===== config.mk =====
export PLATFORM = sky130hd
export DESIGN_NAME = serial_driver_control_interface
export DESIGN_NICKNAME = d
export VERILOG_FILES = /design/src/drv_pkg.sv /design/src/sync2.sv /design/src/serial_driver_control_interface.sv
export SDC_FILE = /design/constraint.sdc
export NUM_CORES = 1
export LEC_CHECK = 0
export BUFFER_PORTS_ARGS = -buffer_cell sky130_fd_sc_hd__buf_2
export CAP_MARGIN = 10
export CORE_UTILIZATION = 45
export DETAILED_ROUTE_END_ITERATION = 12
export PLACE_DENSITY = 0.66
export SYNTH_ARGS = -nofsm -noshare
export SYNTH_HDL_FRONTEND = slang
export SYNTH_HIERARCHICAL = 1
export SYNTH_SLANG_ARGS = --single-unit
export TNS_END_PERCENT = 100

===== constraint.sdc =====
create_clock -name clk -period 2.1 [get_ports clk]
set_input_delay 0.315 -clock clk [delete_from_list [all_inputs] [get_ports clk]]
set_output_delay 0.315 -clock clk [all_outputs]
set_load 0.005 [all_outputs]

===== src/drv_pkg.sv =====
// package: constants and carriers for the serial driver control interface
package drv_pkg;
  localparam int WordBits = 16;
  localparam int NumOut = 12;
  localparam int BitClear = 0;
  localparam int BitOutLo = 1;
  localparam int BitOpenLoadN = 13;
  localparam int BitShortDelay = 14;
  localparam int BitRun = 15;
  localparam int StTempWarn = 0;
  localparam int StShort = 13;
  localparam int StStandby = 14;
  localparam int StSupplyFail = 15;
  // control word after reset: run, long delay, open-load detection off, outputs off
  localparam logic [15:0] ControlReset = 16'he000;
  localparam logic [4:0] BitCountMax = 5'h10;

  typedef struct packed {
    logic select;
    logic sclk;
    logic serialIn;
  } link_in_s;

  typedef struct packed {
    logic tempWarn;
    logic overTemp;
    logic underVolt;
    logic inhibitPin;
    logic [11:0] openLoad;
    logic [11:0] shortDet;
  } analog_s;
endpackage


===== src/sync2.sv =====
// two-flop synchroniser for a group of asynchronous inputs
`timescale 1ns/1ps
module sync2 #(
  parameter int W = 1
) (
  input wire logic clk,
  input wire logic rst_n,
  input wire logic [W-1:0] asyncIn,
  output logic [W-1:0] syncOut
);
  logic [W-1:0] metaReg;

  always_ff @(posedge clk or negedge rst_n) begin
    if (!rst_n) begin
      metaReg <= '0;
      syncOut <= '0;
    end else begin
      metaReg <= asyncIn;
      syncOut <= metaReg;
    end
  end
endmodule


===== src/serial_driver_control_interface.sv =====
// serial control/status interface of a twelve-channel output driver
`timescale 1ns/1ps
module serial_driver_control_interface
  import drv_pkg::*;
(
  // clock and reset
  input wire logic clk,
  input wire logic rst_n,
  // serial link from the controller
  input wire logic selectN,
  input wire logic serialClk,
  input wire logic serialIn,
  output logic serialOut,
  output logic serialOutEn,
  // digital flags from the analog protection
  input wire logic tempWarn,
  input wire logic overTemp,
  input wire logic underVolt,
  input wire logic inhibitN,
  input wire logic [11:0] openLoad,
  input wire logic [11:0] shortDet,
  // driver controls
  output logic [11:0] outputOn,
  output logic openLoadEnable,
  output logic longShortDelay,
  output logic [15:0] controlWord
);
  link_in_s linkRaw, link;
  analog_s anaRaw, ana;
  logic selPrev, clkPrev;
  logic [15:0] shiftIn, shiftOut;
  logic [4:0] bitCount;
  logic [11:0] shortOff;
  logic shutdownReg, supplyFailReg, shortFlagReg;
  logic selFall, selRise, clkFall, clkRise, wordDone, clearReq;
  logic [15:0] statusNow, newWord;
  logic standbyNow;

  assign linkRaw = '{select: selectN, sclk: serialClk, serialIn: serialIn};
  assign anaRaw = '{tempWarn: tempWarn, overTemp: overTemp, underVolt: underVolt,
                    inhibitPin: inhibitN, openLoad: openLoad, shortDet: shortDet};

  sync2 #(.W(3)) uSyncLink (
    .clk(clk),
    .rst_n(rst_n),
    .asyncIn(linkRaw),
    .syncOut(link)
  );

  sync2 #(.W(28)) uSyncAna (
    .clk(clk),
    .rst_n(rst_n),
    .asyncIn(anaRaw),
    .syncOut(ana)
  );

  // edge detection on synchronised pins
  always_ff @(posedge clk or negedge rst_n) begin
    if (!rst_n) begin
      // the synchroniser resets low, so start low too or a false select fall follows reset
      selPrev <= 1'b0;
      clkPrev <= 1'b0;
    end else begin
      selPrev <= link.select;
      clkPrev <= link.sclk;
    end
  end

  assign selFall = selPrev && !link.select;
  assign selRise = !selPrev && link.select;
  assign clkFall = !link.select && clkPrev && !link.sclk;
  assign clkRise = !link.select && !clkPrev && link.sclk;
  assign wordDone = (bitCount >= BitCountMax);
  assign newWord = shiftIn;
  assign clearReq = selRise && wordDone && newWord[BitClear];

  // receive shifter: LSB arrives first so bits enter from the top
  always_ff @(posedge clk or negedge rst_n) begin
    if (!rst_n) begin
      shiftIn <= '0;
      bitCount <= '0;
    end else if (selFall) begin
      bitCount <= '0;
    end else if (clkFall) begin
      shiftIn <= {link.serialIn, shiftIn[15:1]};
      if (!wordDone) begin
        bitCount <= bitCount + 5'h01;
      end
    end
  end

  // control word updates only on select rising after a full word
  always_ff @(posedge clk or negedge rst_n) begin
    if (!rst_n) begin
      controlWord <= ControlReset;
    end else if (selRise && wordDone) begin
      controlWord <= newWord;
    end
  end

  assign standbyNow = !controlWord[BitRun] || !ana.inhibitPin;

  // sticky fault state; a new event wins over a clear in the same cycle
  always_ff @(posedge clk or negedge rst_n) begin
    if (!rst_n) begin
      shutdownReg <= 1'b0;
      supplyFailReg <= 1'b0;
      shortOff <= '0;
    end else begin
      shutdownReg <= ana.overTemp || (shutdownReg && !clearReq);
      supplyFailReg <= ana.underVolt || (supplyFailReg && !clearReq);
      shortOff <= (ana.shortDet & outputOn) | (clearReq ? 12'h000 : shortOff);
    end
  end

  always_ff @(posedge clk or negedge rst_n) begin
    if (!rst_n) begin
      shortFlagReg <= 1'b0;
    end else begin
      shortFlagReg <= (|(ana.shortDet & outputOn)) || (shortFlagReg && !clearReq);
    end
  end

  // status assembly
  always_comb begin
    statusNow = '0;
    statusNow[StTempWarn] = ana.tempWarn;
    for (int i = 0; i < NumOut; i++) begin
      if (!controlWord[BitOpenLoadN] && !controlWord[BitOutLo + i]) begin
        statusNow[BitOutLo + i] = ana.openLoad[i];
      end else begin
        statusNow[BitOutLo + i] = outputOn[i];
      end
    end
    statusNow[StShort] = shortFlagReg;
    statusNow[StStandby] = standbyNow;
    statusNow[StSupplyFail] = supplyFailReg;
    if (shutdownReg) begin
      statusNow = 16'hffff;
    end
  end

  // transmit: snapshot on select falling, next bit on each rising clock
  always_ff @(posedge clk or negedge rst_n) begin
    if (!rst_n) begin
      shiftOut <= '0;
      serialOut <= 1'b0;
      serialOutEn <= 1'b0;
    end else if (selFall) begin
      shiftOut <= {1'b0, statusNow[15:1]};
      serialOut <= statusNow[StTempWarn];
      serialOutEn <= 1'b1;
    end else if (link.select) begin
      serialOutEn <= 1'b0;
    end else if (clkRise) begin
      serialOut <= shiftOut[0];
      shiftOut <= {1'b0, shiftOut[15:1]};
    end
  end

  // output stage drive; serial side is untouched by standby
  always_ff @(posedge clk or negedge rst_n) begin
    if (!rst_n) begin
      outputOn <= '0;
      openLoadEnable <= !ControlReset[BitOpenLoadN];
      longShortDelay <= ControlReset[BitShortDelay];
    end else begin
      if (standbyNow || shutdownReg || ana.underVolt) begin
        outputOn <= '0;
      end else begin
        outputOn <= controlWord[12:1] & ~shortOff & ~ana.shortDet;
      end
      openLoadEnable <= !controlWord[BitOpenLoadN];
      longShortDelay <= controlWord[BitShortDelay];
    end
  end

  // checks are gathered after all the logic at the end of the module; all stay quiet while reset is held
  a_ctrl_hold: assert property (@(posedge clk) disable iff (!rst_n)
    !(selRise && wordDone) |=> controlWord == $past(controlWord))
    else $error("control word changed without a completed transfer");

  a_ctrl_load: assert property (@(posedge clk) disable iff (!rst_n)
    selRise && wordDone |=> controlWord == $past(shiftIn))
    else $error("control word is not the last sixteen bits received");

  a_shift_lsb: assert property (@(posedge clk) disable iff (!rst_n)
    clkFall && !selFall |=> shiftIn[15] == $past(link.serialIn))
    else $error("received bit not entered at the top of the shifter");

  a_shift_count: assert property (@(posedge clk) disable iff (!rst_n)
    clkFall && !selFall && !wordDone |=> bitCount == $past(bitCount) + 5'h01)
    else $error("falling serial clock not counted");

  a_dout_release: assert property (@(posedge clk) disable iff (!rst_n)
    link.select && !selRise |=> !serialOutEn)
    else $error("serial output driven while deselected");

  a_first_bit: assert property (@(posedge clk) disable iff (!rst_n)
    selFall |=> serialOut == $past(statusNow[0]) && serialOutEn)
    else $error("first status bit wrong");

  a_snapshot_load: assert property (@(posedge clk) disable iff (!rst_n)
    selFall |=> shiftOut == ($past(statusNow) >> 1))
    else $error("status snapshot not loaded at select fall");

  a_dout_shift: assert property (@(posedge clk) disable iff (!rst_n)
    clkRise && !selFall |=> serialOut == $past(shiftOut[0]))
    else $error("serial output did not move on at rising clock");

  a_dout_hold: assert property (@(posedge clk) disable iff (!rst_n)
    !link.select && !selFall && !clkRise |=> $stable(serialOut))
    else $error("serial output changed between rising clocks");

  a_overtemp_all: assert property (@(posedge clk) disable iff (!rst_n)
    shutdownReg |-> statusNow == 16'hffff)
    else $error("shutdown status not all ones");

  a_shutdown_set: assert property (@(posedge clk) disable iff (!rst_n)
    ana.overTemp |=> shutdownReg)
    else $error("overtemperature did not enter shutdown");

  a_clear_flags: assert property (@(posedge clk) disable iff (!rst_n)
    clearReq && !ana.underVolt && !ana.overTemp |=> !supplyFailReg && !shutdownReg)
    else $error("status clear left supply fail or shutdown set");

  a_supply_set: assert property (@(posedge clk) disable iff (!rst_n)
    ana.underVolt |=> supplyFailReg)
    else $error("undervoltage not flagged");

  a_supply_sticky: assert property (@(posedge clk) disable iff (!rst_n)
    supplyFailReg && !clearReq |=> supplyFailReg)
    else $error("supply fail cleared without status clear");

  a_short_set: assert property (@(posedge clk) disable iff (!rst_n)
    (ana.shortDet & outputOn) != 12'h000 |=> shortFlagReg)
    else $error("short on a driven output not flagged");

  a_short_sticky: assert property (@(posedge clk) disable iff (!rst_n)
    shortFlagReg && !clearReq |=> shortFlagReg)
    else $error("short flag cleared without status clear");

  a_clear_short: assert property (@(posedge clk) disable iff (!rst_n)
    clearReq && (ana.shortDet & outputOn) == 12'h000 |=> !shortFlagReg && shortOff == 12'h000)
    else $error("status clear did not release shorted outputs");

  a_shorted_off: assert property (@(posedge clk) disable iff (!rst_n)
    shortOff != 12'h000 |=> (outputOn & $past(shortOff)) == 12'h000)
    else $error("shorted output driven again before status clear");

  a_standby_off: assert property (@(posedge clk) disable iff (!rst_n)
    standbyNow |=> outputOn == 12'h000)
    else $error("outputs on during standby");

  a_inhibit_off: assert property (@(posedge clk) disable iff (!rst_n)
    !ana.inhibitPin |=> outputOn == 12'h000)
    else $error("outputs on while inhibit pin is low");

  a_shutdown_off: assert property (@(posedge clk) disable iff (!rst_n)
    shutdownReg |=> outputOn == 12'h000)
    else $error("outputs on during shutdown");

  a_out_follow: assert property (@(posedge clk) disable iff (!rst_n)
    !standbyNow && !shutdownReg && !ana.underVolt && shortOff == 12'h000 && ana.shortDet == 12'h000
      |=> outputOn == $past(controlWord[12:1]))
    else $error("outputs not following control bits");

  a_standby_bit: assert property (@(posedge clk) disable iff (!rst_n)
    !shutdownReg |-> statusNow[14] == (!controlWord[15] || !ana.inhibitPin))
    else $error("standby status mismatch");

  a_status_on: assert property (@(posedge clk) disable iff (!rst_n)
    !shutdownReg && controlWord[13] |-> statusNow[12:1] == outputOn)
    else $error("status does not show output state");

  a_open_enable: assert property (@(posedge clk) disable iff (!rst_n)
    ##1 openLoadEnable == !$past(controlWord[13]))
    else $error("open-load enable not following control");

  a_delay_sel: assert property (@(posedge clk) disable iff (!rst_n)
    ##1 longShortDelay == $past(controlWord[14]))
    else $error("delay select not following control");
endmodule


After elaboration in Yosys (flattened, before gate mapping)
Index checks and enable logic that the tools add are counted.
{ "totals": {"regBits": 148, "latchBits": 0, "ramBits": 0, "mem_bits_ro": 0, "inputBits": 33, "output_inout_bits": 32, "word_cells": 112, "mem_count": 0} }
{ "op_classes": {"n_addsub": 1, "multipliers": 0, "n_div": 0, "magnitude_cmp": 1, "eq_ne": 2, "n_shift": 0, "n_mux": 26, "bitwise_logic": 7, "reduce_logical": 56} }
{ "ops": {"columns": ["cell", "n"], "rows": [
  ["16-bit two-way mux", 4],
  ["12-bit bitwise AND", 3],
  ["12-bit two-way mux", 2],
  ["12-bit NOT", 2],
  ["1-bit logical AND", 23],
  ["1-bit logical NOT", 20],
  ["1-bit two-way mux", 17],
  ["5-bit two-way mux", 3],
  ["12-bit bitwise OR", 1],
  ["12-bit OR reduction", 1],
  ["1-bit logical OR", 6],
  ["2-bit AND reduction", 3],
  ["2-bit nonzero test", 3],
  ["5-bit by 1-bit adder with 5-bit output (second input constant)", 1],
  ["5-bit greater-or-equal comparator (second input constant)", 1],
  ["2-bit != test (second input constant)", 2],
  ["1-bit NOT", 1]
]} }

Logic depth before layout (Yosys ltp)
Gate-level depths: netlist (run 1).
{ "depth": {"depth_word": 7, "ltp_mapped": 5, "ltp_nobuf": 4} }

By module
The synthesis (run 1) kept the hierarchy.
{ "modules_own_cells": {"columns": ["mod", "n_inst", "cells_each", "area_per_inst_um2", "seq_area_each_um2"], "rows": [
  ["serial_driver_control_interface", 1, 279, 3618.5, 2132.0],
  ["sync2 at uSyncAna", 1, 56, 1401.3, 1401.3],
  ["sync2 at uSyncLink", 1, 6, 150.1, 150.1]
]} }

Least setup slack after synthesis (run 1)
OpenSTA, ideal clock, no wires.
{ "synth_timing": {"path_kind": "register to register", "start": "reg selPrev", "end": "reg shiftIn[10], in the netlist newWord[10]", "setup_ps": 125, "arrival_ps": 1416, "t_required_ps": 1975, "slack_ps": 559, "stages_incl_launch_ff": 4, "path_buffers": 1, "period_less_slack_ps": 1541, "path_cell_list": "dfrtp_1 nor4b_4 buf_6 mux2_2"} }
{ "synth_via": {"elab_chain_cells": 3} }
{ "synth_rtl": {"columns": ["item", "line_no", "text"], "rows": [
  ["start: declaration", "serial_driver_control_interface.sv:30", "logic selPrev, clkPrev;"],
  ["start signal: assignment", "serial_driver_control_interface.sv:64", "selPrev <= link.select;"],
  ["1-bit logical AND", "serial_driver_control_interface.sv:69", "assign selFall = selPrev && !link.select;"],
  ["1-bit NOT (no source line)", null, null],
  ["2-bit AND reduction (no source line)", null, null],
  ["end signal: assignment", "serial_driver_control_interface.sv:85", "shiftIn <= {link.serialIn, shiftIn[15:1]};"],
  ["end: declaration", "serial_driver_control_interface.sv:31", "logic [15:0] shiftIn, shiftOut;"]
]} }
No other way between the ends.
A chain may end at the register's enable or synchronous reset.

Worst setup path in the final report (run 1)
{ "layout_timing": {"start": "reg uSyncLink.syncOut[2]", "end": "reg shiftOut[9]"} }
{ "layout_via": {"elab_chain_cells": 5, "elab_cells_between_ends": 8, "cone_classes": "1 x eq/ne; 1 x mux; 6 x reduce/logical"} }
{ "layout_rtl": {"columns": ["item", "line_no", "text"], "rows": [
  ["start: declaration", "sync2.sv:9", "output logic [W-1:0] syncOut"],
  ["start signal: assignment", "sync2.sv:19", "syncOut <= metaReg;"],
  ["1-bit logical NOT", "serial_driver_control_interface.sv:69, serial_driver_control_interface.sv:72", null],
  ["1-bit logical AND (2 in a row)", "serial_driver_control_interface.sv:72", "assign clkRise = !link.select && !clkPrev && link.sclk;"],
  ["2-bit nonzero test (no source line)", null, null],
  ["2-bit AND reduction (no source line)", null, null],
  ["end signal: assignment", "serial_driver_control_interface.sv:150", "shiftOut <= {1'b0, statusNow[15:1]};"],
  ["end signal: assignment", "serial_driver_control_interface.sv:157", "shiftOut <= {1'b0, shiftOut[15:1]};"],
  ["end: declaration", "serial_driver_control_interface.sv:31", null]
]} }
Several ways; a longest one is shown, not always the timed one.

==> results.ini, run 1 <==
[power]
seq_power_share_pct = 49.3
power.net_switching_mw = 1.36
p_clk_share_pct = 46.0
intPower_mw = 4.86
max-vdd-ir-drop_mv = 0.657
p_sw_share_pct = 21.9
power.leakage_nw = 3.19
powerDensity_mw_per_mm2 = 949
power_frac_comb_pct = 4.7

[grt]
grt_pass1_vias = 3235
gr-usage-all-layers_pct = 19.6
grt_antenna_before_repair = 0
grt_first_pass_wirelength_mm = 17.0
grt_max_degree = 55
grt_overflow = 0

[clock_network]
insertion_delay_ns = 0.42
cts_htree_levels = 4
cts_inserted_buffers = 17
clk_pin_slew_worst_paths_ns = 0.06
cts_max_path_buffers = 2
number_of_sinks_handled_by_clock_tree_synthesis = 147
clock-root-buffer = sky130_fd_sc_hd__clkbuf_16
tritoncts = done

[drt]
remaining_drc_errors = 0
wl_per_cell_um = 16.7
ant_nets = 0
detailedRoute.firstPassIterationCount = 4
wl_met2_mm = 4.68
route.layer.met1.wl_mm = 4.74
post_drt_via_cell_ratio = 5.24
met3_wirelength_um = 538
detailedRoute.firstIterationViolations = 160
dr.max_layer_used = met4
drt_wl_total_mm = 10.1
routed-via-count = 3168

[setup_path]
path_class = reg2reg
critPathMaxFanout = 16
critPathBufInv = 0
critical_path.startpoint_type = register
critical_path_depth = 3
required_time_of_the_critical_path_ns = 2.42
cp-end-kind = register
critical_path.top_delay_family = flip-flops
number_of_cells_traversed_by_the_worst_register_to_register_path = 3
cp_slowest_cell = sky130_fd_sc_hd__dfrtp_1
critical_path.cell_chain = or3b_1 > o22ai_1 > a211oi_1
worst_stage_delay_on_the_critical_path_ns = 0.75
cp_data_arrival_time_ns = 2.13

[layout]
post-route-util_pct = 59.4
fin_nets = 487
area_used_by_multi_input_combinational_logic_mm2 = 0.00138
layout_common_cells = sky130_fd_sc_hd__dfrtp_1 (143), sky130_fd_sc_hd__buf_2 (63), sky130_fd_sc_hd__dlygate4sd3_1 (32)
final_layout_size_suffix_gt1_share_pct = 32.0
syn2layout_area_growth_pct = 26.8
seq_area_mm2 = 0.00368
num-fill-cells = 873
post-route-cell-area_mm2 = 0.00656
layout.cells.most_common = sky130_fd_sc_hd__dfrtp_1
antenna_fix_cells = 0

[sta]
relSlewSlack_pct = 57.2
worst_hold_slack_ns = 0.341
setup-violations-final = 0
timing_hold_violations_final = 0
post-route-min-period_ns = 1.82
finalSetupTns_ns = 0
finalWorstSetupSlack_ns = 0.282
final_critical_path_share_of_the_clock_period_pct = 86.6
drv_slew = 0
finalClockSkew_ns = 0.00952
max_freq_mhz = 550
transition_time_at_the_pin_with_the_least_slew_margin_ns = 0.642
rsz_0062_raised_after_global_routing = false

[floorplanning]
fp.dieW_um = 109
chipHeight_um = 109
core_region_area_mm2 = 0.0110
effective_utilization_at_floorplan_pct = 46.9
design.portCount = 65
rows = 38
die_area_mm2 = 0.0119

[synthesis]
synth_cell_type_count = 43
yosysWarningCount = 6
synth_async_reset_ratio_pct = 100
synth-edff-count = 0
combined_area_of_all_synthesized_cells_mm2 = 0.00517
ys_ff_latch = 147
syn_avg_cell_area_um2 = 15.2
synth_ff_type = sky130_fd_sc_hd__dfrtp_1
synth.yosys.seq_area_share_pct = 71.2
mappedNetlistNets = 375
cells_after_synthesis = 341

[place]
portBuffers = 64
finalWeightedCongestion = 0.769
post_place_setup_slack_ns = 0.325
placement.cell_area_mm2 = 0.00567
dp_hpwl_mm = 6.58

[hold_path]
min_path_type = reg2reg
min_path_cells = 0

[job]
max-cap-violations = 0

[run_status]
run_status = complete, no violations

cells in the mapped netlist (all sizes together), types with 3 or more instances:
master | number | share of area [%]
a211oi | 3 | 0.44
a21oi | 14 | 1.4
a22o | 12 | 2.0
a22oi | 15 | 2.2
buf | 8 | 1.1
clkbuf | 4 | 0.48
dfrtp | 143 | 69
dfstp | 4 | 2.0
inv | 6 | 0.44
mux2 | 31 | 6.8
mux2i | 11 | 2.1
nand2 | 20 | 1.5
nor2 | 17 | 1.2
nor4b | 14 | 2.8
o21ai | 5 | 0.48
o22ai | 4 | 0.48
o311a | 3 | 0.58
o32ai | 3 | 0.51
metrics by stage:
step	instances	power, mW
4_1_cts	605	6.28
6_report	605	6.22
5_1_grt	605	6.46
3_3_place_gp	542	3.35
3_5_place_dp	542	3.37
2_1_floorplan	341	3.22
cell type report:
class | count | area share [%]
well taps | 140 | 2.67
clock inverters | 14 | 2.14
flip-flops and latches | 147 | 56.2
clock buffers | 17 | 6.49
repair buffers | 105 | 11.1
multi-input cells | 176 | 21.1
inverters | 6 | 0.343
power by group through the flow:
stage	clock network [mW]	registers (mW)	logic, mW
3_3_place_gp	0	3.11	0.241
3_5_place_dp	0	3.11	0.255
5_1_grt	3.04	3.08	0.332
4_1_cts	2.92	3.06	0.301
2_1_floorplan	0	3.08	0.134
6_report	2.86	3.07	0.294
repair_timing:
| action | CTS | global route |
|---|---|---|
| hold endpoints to repair | 80 | 0 |
| setup buffers | 0 | 0 |
| resized for setup | 0 | 0 |
| hold buffers | 32 | 0 |
routing by layer:
| layer | global-route usage, % | up-vias |
|---|---|---|
| met4 | 9.62 | 0 |
| met1 | 27.8 | 1621 |
| met3 | 5.14 | 13 |
| met2 | 27.9 | 80 |
| li1 | - | 1454 |
| met5 | 0 | - |
registers in the layout (all words and copies together) (netlist names):
name	flops
bitCount	5
clkPrev	1
controlWord	16
longShortDelay	1
newWord	16
openLoadEnable	1
outputOn	12
selPrev	1
serialOut	1
serialOutEn	1
shiftOut	15
shortFlagReg	1
shortOff	12
shutdownReg	1
supplyFailReg	1
uSyncAna/metaReg	28
uSyncAna/syncOut	28
uSyncLink/metaReg	3
uSyncLink/syncOut	3
path summary, 6_finish.rpt:
path | start | to | slack [ns]
setup / recovery | uSyncLink/syncOut[2]$_DFF_PN0_ | shiftOut[9]$_DFFE_PN0P_ | 0.28
hold / removal | uSyncAna/metaReg[16]$_DFF_PN0_ | uSyncAna/syncOut[16]$_DFF_PN0_ | 0.34
setup reg to reg | uSyncLink/syncOut[2]$_DFF_PN0_ | shiftOut[9]$_DFFE_PN0P_ | 0.28
hold reg to reg | uSyncAna/metaReg[16]$_DFF_PN0_ | uSyncAna/syncOut[16]$_DFF_PN0_ | 0.34
max in group asynchronous | rst_n | shiftOut[8]$_DFFE_PN0P_ | 1.00
min in group asynchronous | rst_n | uSyncLink/syncOut[1]$_DFF_PN0_ | 0.41
cell families (layout without fill, tap and decap cells):
kind of cell	count (synthesis)	count (layout)	share of synthesized area, %
fa+ha+maj	1	1	0.242
simple gates	68	68	8.62
compound gates	64	64	8.86
flops	147	147	71.2
xor+xnor	1	1	0.169
buf+inv	18	142	1.98
mux	42	42	8.88
worst register-to-register path: cells and delay by family, from the launching register on:
kind | cells | cell delay (ns)
compound gates | 2 | 0.45
flops | 1 | 0.75
simple gates | 1 | 0.53
Power figures use the tool's default switching activity.
==> run 2, diff against run 1 <==
--- a/config.mk
+++ b/config.mk
@@ -7,6 +7,7 @@
 export LEC_CHECK = 0
 export BUFFER_PORTS_ARGS = -buffer_cell sky130_fd_sc_hd__buf_2
 export CAP_MARGIN = 10
+export CORE_ASPECT_RATIO = 1.75
 export CORE_UTILIZATION = 45
 export DETAILED_ROUTE_END_ITERATION = 12
 export PLACE_DENSITY = 0.66
==> results.ini, run 2 (synthesis gave the netlist of run 1 again) <==
[drt]
routed-via-count = 3170  ; was 3,168
drt_wl_total_mm = 10.5  ; was 10.1 mm
detailedRoute.firstIterationViolations = 176  ; was 160
post_drt_via_cell_ratio = 5.37  ; was 5.24
wl_per_cell_um = 17.9  ; was 16.7 um
remaining_drc_errors = 0  ; unchanged
detailedRoute.firstPassIterationCount = 4  ; unchanged
ant_nets = 0  ; unchanged

[layout]
antenna_fix_cells = 0  ; unchanged
finish.cell_count_without_fillers = 590  ; was 605
post-route-util_pct = 58.7  ; was 59.4%
top_regs = uSyncAna/metaReg: 28 flops, uSyncAna/syncOut: 28 flops  ; unchanged
fin_nets = 480  ; was 487
layout_common_cells = sky130_fd_sc_hd__dfrtp_1 (143), sky130_fd_sc_hd__buf_2 (63), sky130_fd_sc_hd__mux2_2 (31)  ; was sky130_fd_sc_hd__dfrtp_1 (143), sky130_fd_sc_hd__buf_2 (63), sky130_fd_sc_hd__dlygate4sd3_1 (32)
syn2layout_area_growth_pct = 26.7  ; was 26.8%
layout.cells.most_common = sky130_fd_sc_hd__dfrtp_1  ; unchanged
final_layout_size_suffix_gt1_share_pct = 31.9  ; was 32.0%

[floorplanning]
fp.dieW_um = 83.0  ; was 109 um
rows = 51  ; was 38
die_area_mm2 = 0.0119  ; about the same
design.portCount = 65  ; unchanged
chipHeight_um = 144  ; was 109 um
effective_utilization_at_floorplan_pct = 46.3  ; was 46.9%
core_region_area_mm2 = 0.0112  ; was 0.0110 mm2

[sta]
timing_hold_violations_final = 0  ; unchanged
post-route-min-period_ns = 1.81  ; was 1.82 ns
transition_time_at_the_pin_with_the_least_slew_margin_ns = 0.626  ; was 0.642 ns
finalClockSkew_ns = 0.00932  ; was 0.00952 ns
finalSetupTns_ns = 0  ; unchanged
setup-violations-final = 0  ; unchanged
max_freq_mhz = 553  ; was 550 MHz
relSlewSlack_pct = 58.2  ; was 57.2%
final_critical_path_share_of_the_clock_period_pct = 86.2  ; was 86.6%
rsz_0062_raised_after_global_routing = false  ; unchanged
drv_slew = 0  ; unchanged

[grt]
gr-usage-all-layers_pct = 18.8  ; was 19.6%
grt_first_pass_wirelength_mm = 17.0  ; about the same
grt_antenna_before_repair = 0  ; unchanged
grt_overflow = 0  ; unchanged
grt_max_degree = 60  ; was 55
grt_pass1_vias = 3323  ; was 3,235

[setup_path]
cp_data_arrival_time_ns = 2.12  ; was 2.13 ns
critical_path.startpoint_type = register  ; unchanged
path_class = reg2reg  ; unchanged
cp-end-kind = register  ; unchanged
required_time_of_the_critical_path_ns = 2.41  ; was 2.42 ns
critPathMaxFanout = 16  ; unchanged

[power]
power.total_mw = 6.50  ; was 6.22 mW
power.leakage_nw = 3.18  ; was 3.19 nW
max-vdd-ir-drop_mv = 0.667  ; was 0.657 mV
powerDensity_mw_per_mm2 = 992  ; was 949 mW/mm2

[clock_network]
cts_htree_levels = 4  ; unchanged
postCtsResizedCells = 0  ; unchanged
insertion_delay_ns = 0.41  ; was 0.42 ns
cts_inserted_buffers = 17  ; unchanged
tritoncts = done  ; unchanged
clock-root-buffer = sky130_fd_sc_hd__clkbuf_16  ; unchanged
clk_pin_slew_worst_paths_ns = 0.06  ; about the same
cts_max_path_buffers = 2  ; unchanged
number_of_sinks_handled_by_clock_tree_synthesis = 147  ; unchanged

[hold_path]
min_path_type = in2reg  ; was reg2reg

[place]
portBuffers = 64  ; unchanged
dp_hpwl_mm = 6.78  ; was 6.58 mm
finalWeightedCongestion = 0.815  ; was 0.769
placedCellCount = 532  ; was 542

[run_status]
run_status = complete, no violations  ; unchanged

[job]
max-cap-violations = 0  ; unchanged

-- run 2: cell count changes in the layout (fill, tap and decap cells not counted), sizes merged --
| cell | before | now |
|---|---|---|
| buf | 73 | 71 |
| bufinv | 2 | 4 |
| clkbuf | 17 | 19 |
| clkinv | 9 | 5 |
| dlygate4sd3 | 32 | 27 |
-- run 2: where the power goes --
| group | total (mW) | internal (mW) | switching [mW] |
|---|---|---|---|
| clock network | 3.15 | 2.02 | 1.13 |
| logic | 0.287 | 0.147 | 0.139 |
| registers | 3.07 | 2.97 | 0.0946 |
| total | 6.50 | 5.14 | 1.36 |
-- run 2: metal layers --
layer  global-route usage, %  share of wire (%)  up-vias
met5                       0                  0        -
met4                    7.80                1.8        0
met3                    5.69                4.2       16
met2                    33.1                 55       72
met1                    21.1                 39     1643
li1                        -                  -     1439
-- run 2: layout make-up --
class                   instances  area (um2)
fillers                       868        4610
flip-flops and latches        147        3680
repair buffers                 98         674
clock buffers                  19         443
multi-input cells             176        1380
inverters                       6        22.5
well taps                     132         165
clock inverters                12         180
-- run 2: final timing paths --
check                                               startpoint                             end  slack, ns  cells after the start
max in group asynchronous                                rst_n     controlWord[15]$_DFFE_PN1P_       0.99                      3
worst max register to register  uSyncLink/syncOut[2]$_DFF_PN0_        shiftOut[10]$_DFFE_PN0P_       0.29                      3
worst min-delay path                                   selectN  uSyncLink/metaReg[2]$_DFF_PN0_       0.02                      1
worst min register to register  uSyncAna/metaReg[19]$_DFF_PN0_  uSyncAna/syncOut[19]$_DFF_PN0_       0.35                      0
worst max-delay path            uSyncLink/syncOut[2]$_DFF_PN0_        shiftOut[10]$_DFFE_PN0P_       0.29                      3
min in group asynchronous                                rst_n  uSyncLink/metaReg[0]$_DFF_PN0_       0.44                      2
-- run 2: per-stage QoR --
| step | setup slack, ns | hold slack, ns | cell area (um2) |
|---|---|---|---|
| 2_1_floorplan | 0.559 | 0.0194 | 5170 |
| 3_3_place_gp | 0.407 | 0.310 | 5660 |
| 3_5_place_dp | 0.321 | 0.319 | 5660 |
| 4_1_cts | 0.289 | 0.00112 | 6520 |
| 5_1_grt | 0.214 | 0.00150 | 6550 |
| 6_report | 0.290 | 0.0158 | 6550 |
-- run 2: critical path, cell delays in order, from the launching register on --
cell,delay (ns)
sky130_fd_sc_hd__dfrtp_1,0.74
sky130_fd_sc_hd__or3b_1,0.52
sky130_fd_sc_hd__o22ai_1,0.17
sky130_fd_sc_hd__a211oi_1,0.27
-- run 2: what timing repair did --
item | 4_1_cts | 5_1_grt
hold buffers | 24 | 3
buffers inserted | 0 | 0
hold endpoints to repair | 77 | 3
==> run 3, diff against run 2 <==
--- a/config.mk
+++ b/config.mk
@@ -7,9 +7,10 @@
 export LEC_CHECK = 0
 export BUFFER_PORTS_ARGS = -buffer_cell sky130_fd_sc_hd__buf_2
 export CAP_MARGIN = 10
-export CORE_ASPECT_RATIO = 1.75
+export CORE_ASPECT_RATIO = 0.9
 export CORE_UTILIZATION = 45
 export DETAILED_ROUTE_END_ITERATION = 12
+export GPL_TIMING_DRIVEN = 0
 export PLACE_DENSITY = 0.66
 export SYNTH_ARGS = -nofsm -noshare
 export SYNTH_HDL_FRONTEND = slang
==> results.ini, run 3 (synthesis gave the netlist of run 1 again) <==
[sta]
timing_hold_violations_final = 0  ; unchanged
finalClockSkew_ns = 0.00968  ; was 0.00932 ns
final_critical_path_share_of_the_clock_period_pct = 88.9  ; was 86.2%
post-route-min-period_ns = 1.87  ; was 1.81 ns
drv_slew = 0  ; unchanged
rsz_0062_raised_after_global_routing = false  ; unchanged
worst_hold_slack_ns = 0.0207  ; was 0.0158 ns
max_freq_mhz = 536  ; was 553 MHz
setup-violations-final = 0  ; unchanged
finalSetupTns_ns = 0  ; unchanged
transition_time_at_the_pin_with_the_least_slew_margin_ns = 0.675  ; was 0.626 ns
relSlewSlack_pct = 54.8  ; was 58.2%

[power]
p_clk_share_pct = 48.8  ; was 48.4%
p_sw_share_pct = 20.3  ; was 21.0%
max-vdd-ir-drop_mv = 0.817  ; was 0.667 mV
intPower_mw = 5.21  ; was 5.14 mW
power.net_switching_mw = 1.33  ; was 1.36 mW
seq_power_share_pct = 46.8  ; was 47.2%
powerDensity_mw_per_mm2 = 986  ; was 992 mW/mm2
power.leakage_nw = 3.22  ; was 3.18 nW
power_frac_comb_pct = 4.4  ; about the same

[grt]
grt_pass1_vias = 3352  ; was 3,323
grt_max_degree = 77  ; was 60
grt_antenna_before_repair = 0  ; unchanged
gr-usage-all-layers_pct = 19.1  ; was 18.8%
grt_overflow = 0  ; unchanged
grt_first_pass_wirelength_mm = 17.0  ; about the same

[floorplanning]
die_area_mm2 = 0.0119  ; about the same
chipHeight_um = 104  ; was 144 um
fp.dieW_um = 115  ; was 83.0 um
core_region_area_mm2 = 0.0110  ; was 0.0112 mm2
design.portCount = 65  ; unchanged
rows = 36  ; was 51
effective_utilization_at_floorplan_pct = 47.0  ; was 46.3%

[layout]
final_layout_size_suffix_gt1_share_pct = 32.7  ; was 31.9%
syn2layout_area_growth_pct = 28.2  ; was 26.7%
top_regs = uSyncAna/metaReg: 28 flops, uSyncAna/syncOut: 28 flops  ; unchanged
num-fill-cells = 861  ; was 868
antenna_fix_cells = 0  ; unchanged
fin_nets = 486  ; was 480
layout.cells.most_common = sky130_fd_sc_hd__dfrtp_1  ; unchanged
layout_common_cells = sky130_fd_sc_hd__dfrtp_1 (143), sky130_fd_sc_hd__buf_2 (68), sky130_fd_sc_hd__mux2_2 (31)  ; was sky130_fd_sc_hd__dfrtp_1 (143), sky130_fd_sc_hd__buf_2 (63), sky130_fd_sc_hd__mux2_2 (31)

[drt]
detailedRoute.firstPassIterationCount = 5  ; was 4
wl_met2_mm = 4.94  ; was 5.79 mm
remaining_drc_errors = 0  ; unchanged
drt_wl_total_mm = 10.3  ; was 10.5 mm
wl_per_cell_um = 16.7  ; was 17.9 um
post_drt_via_cell_ratio = 5.15  ; was 5.37
routed-via-count = 3177  ; was 3,170
dr.max_layer_used = met4  ; unchanged
ant_nets = 0  ; unchanged
route.layer.met1.wl_mm = 4.78  ; was 4.11 mm
met3_wirelength_um = 488  ; was 446 um
detailedRoute.firstIterationViolations = 197  ; was 176

[setup_path]
critPathMaxFanout = 10  ; was 16
critPathBufInv = 1  ; was 0
path_class = reg2reg  ; unchanged
reg2reg_slack_ns = 0.23  ; was 0.29 ns
cp_data_arrival_time_ns = 2.15  ; was 2.12 ns
cp-end-kind = register  ; unchanged
critical_path.cell_chain = nor4b_4 > buf_6 > mux2_2  ; was or3b_1 > o22ai_1 > a211oi_1
worst_setup_path_startpoint = selPrev$_DFF_PN0_  ; was uSyncLink/syncOut[2]$_DFF_PN0_
required_time_of_the_critical_path_ns = 2.39  ; was 2.41 ns
critical_register_to_register_path_startpoint = selPrev$_DFF_PN0_  ; was uSyncLink/syncOut[2]$_DFF_PN0_
cp_slowest_cell = sky130_fd_sc_hd__nor4b_4  ; was sky130_fd_sc_hd__dfrtp_1
worst_stage_delay_on_the_critical_path_ns = 0.68  ; was 0.74 ns
critical_path.startpoint_type = register  ; unchanged
crit-reg2reg-capture = newWord[8]$_DFFE_PN0P_  ; was shiftOut[10]$_DFFE_PN0P_
critical_path_depth = 3  ; unchanged
worstSetupEndpoint = newWord[8]$_DFFE_PN0P_  ; was shiftOut[10]$_DFFE_PN0P_
number_of_cells_traversed_by_the_worst_register_to_register_path = 3  ; unchanged
critical_path.top_delay_family = simple AND/OR/NAND/NOR gates  ; was flip-flops

[run_status]
run_status = complete, no violations  ; unchanged

[clock_network]
post_cts_buffers = 0  ; unchanged
insertion_delay_ns = 0.41  ; about the same
clock-root-buffer = sky130_fd_sc_hd__clkbuf_16  ; unchanged
number_of_sinks_handled_by_clock_tree_synthesis = 147  ; unchanged
cts_htree_levels = 4  ; unchanged
clk_pin_slew_worst_paths_ns = 0.06  ; about the same
cts_inserted_buffers = 17  ; unchanged
cts_max_path_buffers = 2  ; unchanged
tritoncts = done  ; unchanged

[place]
dp_hpwl_mm = 6.56  ; was 6.78 mm
finalWeightedCongestion = 0.824  ; was 0.815
portBuffers = 64  ; unchanged

[hold_path]
min_path_type = in2reg  ; unchanged
min_path_cells = 1  ; unchanged

[job]
max-cap-violations = 0  ; unchanged

[run 3: cell count changes in the layout (fill, tap and decap cells not counted), sizes merged]
cell      change
clkbuf        +5
buf           +2
clkinvlp      -2
clkinv        +1
inv           +1
[run 3: layout make-up]
class | instances | area, um2 | area share, %
buffer | 12 | 81.3 | 1.23
clock buffer | 20 | 467 | 7.04
clock inverter | 12 | 175 | 2.64
inverter | 6 | 22.5 | 0.340
multi-input combinational | 176 | 1380 | 20.9
sequential | 147 | 3680 | 55.6
tap | 152 | 190 | 2.87
timing repair buffer | 92 | 624 | 9.42
[run 3: power by group through the flow]
stage          Sequential (mW)  Clock (mW)  Combinational, mW
2_1_floorplan             3.08           0              0.134
3_3_place_gp              3.10           0              0.239
3_5_place_dp              3.11           0              0.256
4_1_cts                   3.06        3.26              0.289
5_1_grt                   3.08        3.37              0.326
6_report                  3.06        3.19              0.289
[run 3: per-stage QoR]
step | total power [mW] | utilization [%] | area [um2] | setup slack [ns] | instances
global route | 6.77 | 60.3 | 6630 | 0.148 | 617
finish | 6.54 | 60.3 | 6630 | 0.234 | 617
detailed placement | 3.36 | 52.0 | 5710 | 0.0401 | 558
CTS | 6.60 | 59.9 | 6590 | 0.0346 | 613
global placement | 3.34 | 51.7 | 5680 | -1.30 | 557
floorplan | 3.22 | - | 5170 | 0.559 | 341
[run 3: per-layer routing]
| layer | up-vias | GRT usage, % |
|---|---|---|
| met3 | 10 | 6.03 |
| met1 | 1630 | 25.8 |
| li1 | 1458 | - |
| met2 | 79 | 29.4 |
| met5 | - | 0 |
| met4 | 0 | 6.12 |
[run 3: timing repair]
item | in CTS | in global routing
hold buffers | 23 | 4
gates resized for setup | 0 | 2
endpoints found under the setup margin | 0 | 4
endpoints found under the hold margin | 93 | 4
[run 3: worst min-delay path by stage]
| stage | start | end |
|---|---|---|
| after global placement | uSyncAna/metaReg[11]$_DFF_PN0_ | uSyncAna/syncOut[11]$_DFF_PN0_ |
| final | openLoad[6] | uSyncAna/metaReg[18]$_DFF_PN0_ |
| after floorplan | rst_n | bitCount[0]$_DFFE_PN0P_ |
| after global routing | openLoad[5] | uSyncAna/metaReg[17]$_DFF_PN0_ |
| after CTS | shortDet[4] | uSyncAna/metaReg[4]$_DFF_PN0_ |
| after detailed placement | uSyncAna/metaReg[22]$_DFF_PN0_ | uSyncAna/syncOut[22]$_DFF_PN0_ |
[run 3: worst register-to-register path: stages (launching register included)]
cell,delay [ns]
sky130_fd_sc_hd__dfrtp_1,0.47
sky130_fd_sc_hd__nor4b_4,0.68
sky130_fd_sc_hd__buf_6,0.25
sky130_fd_sc_hd__mux2_2,0.35
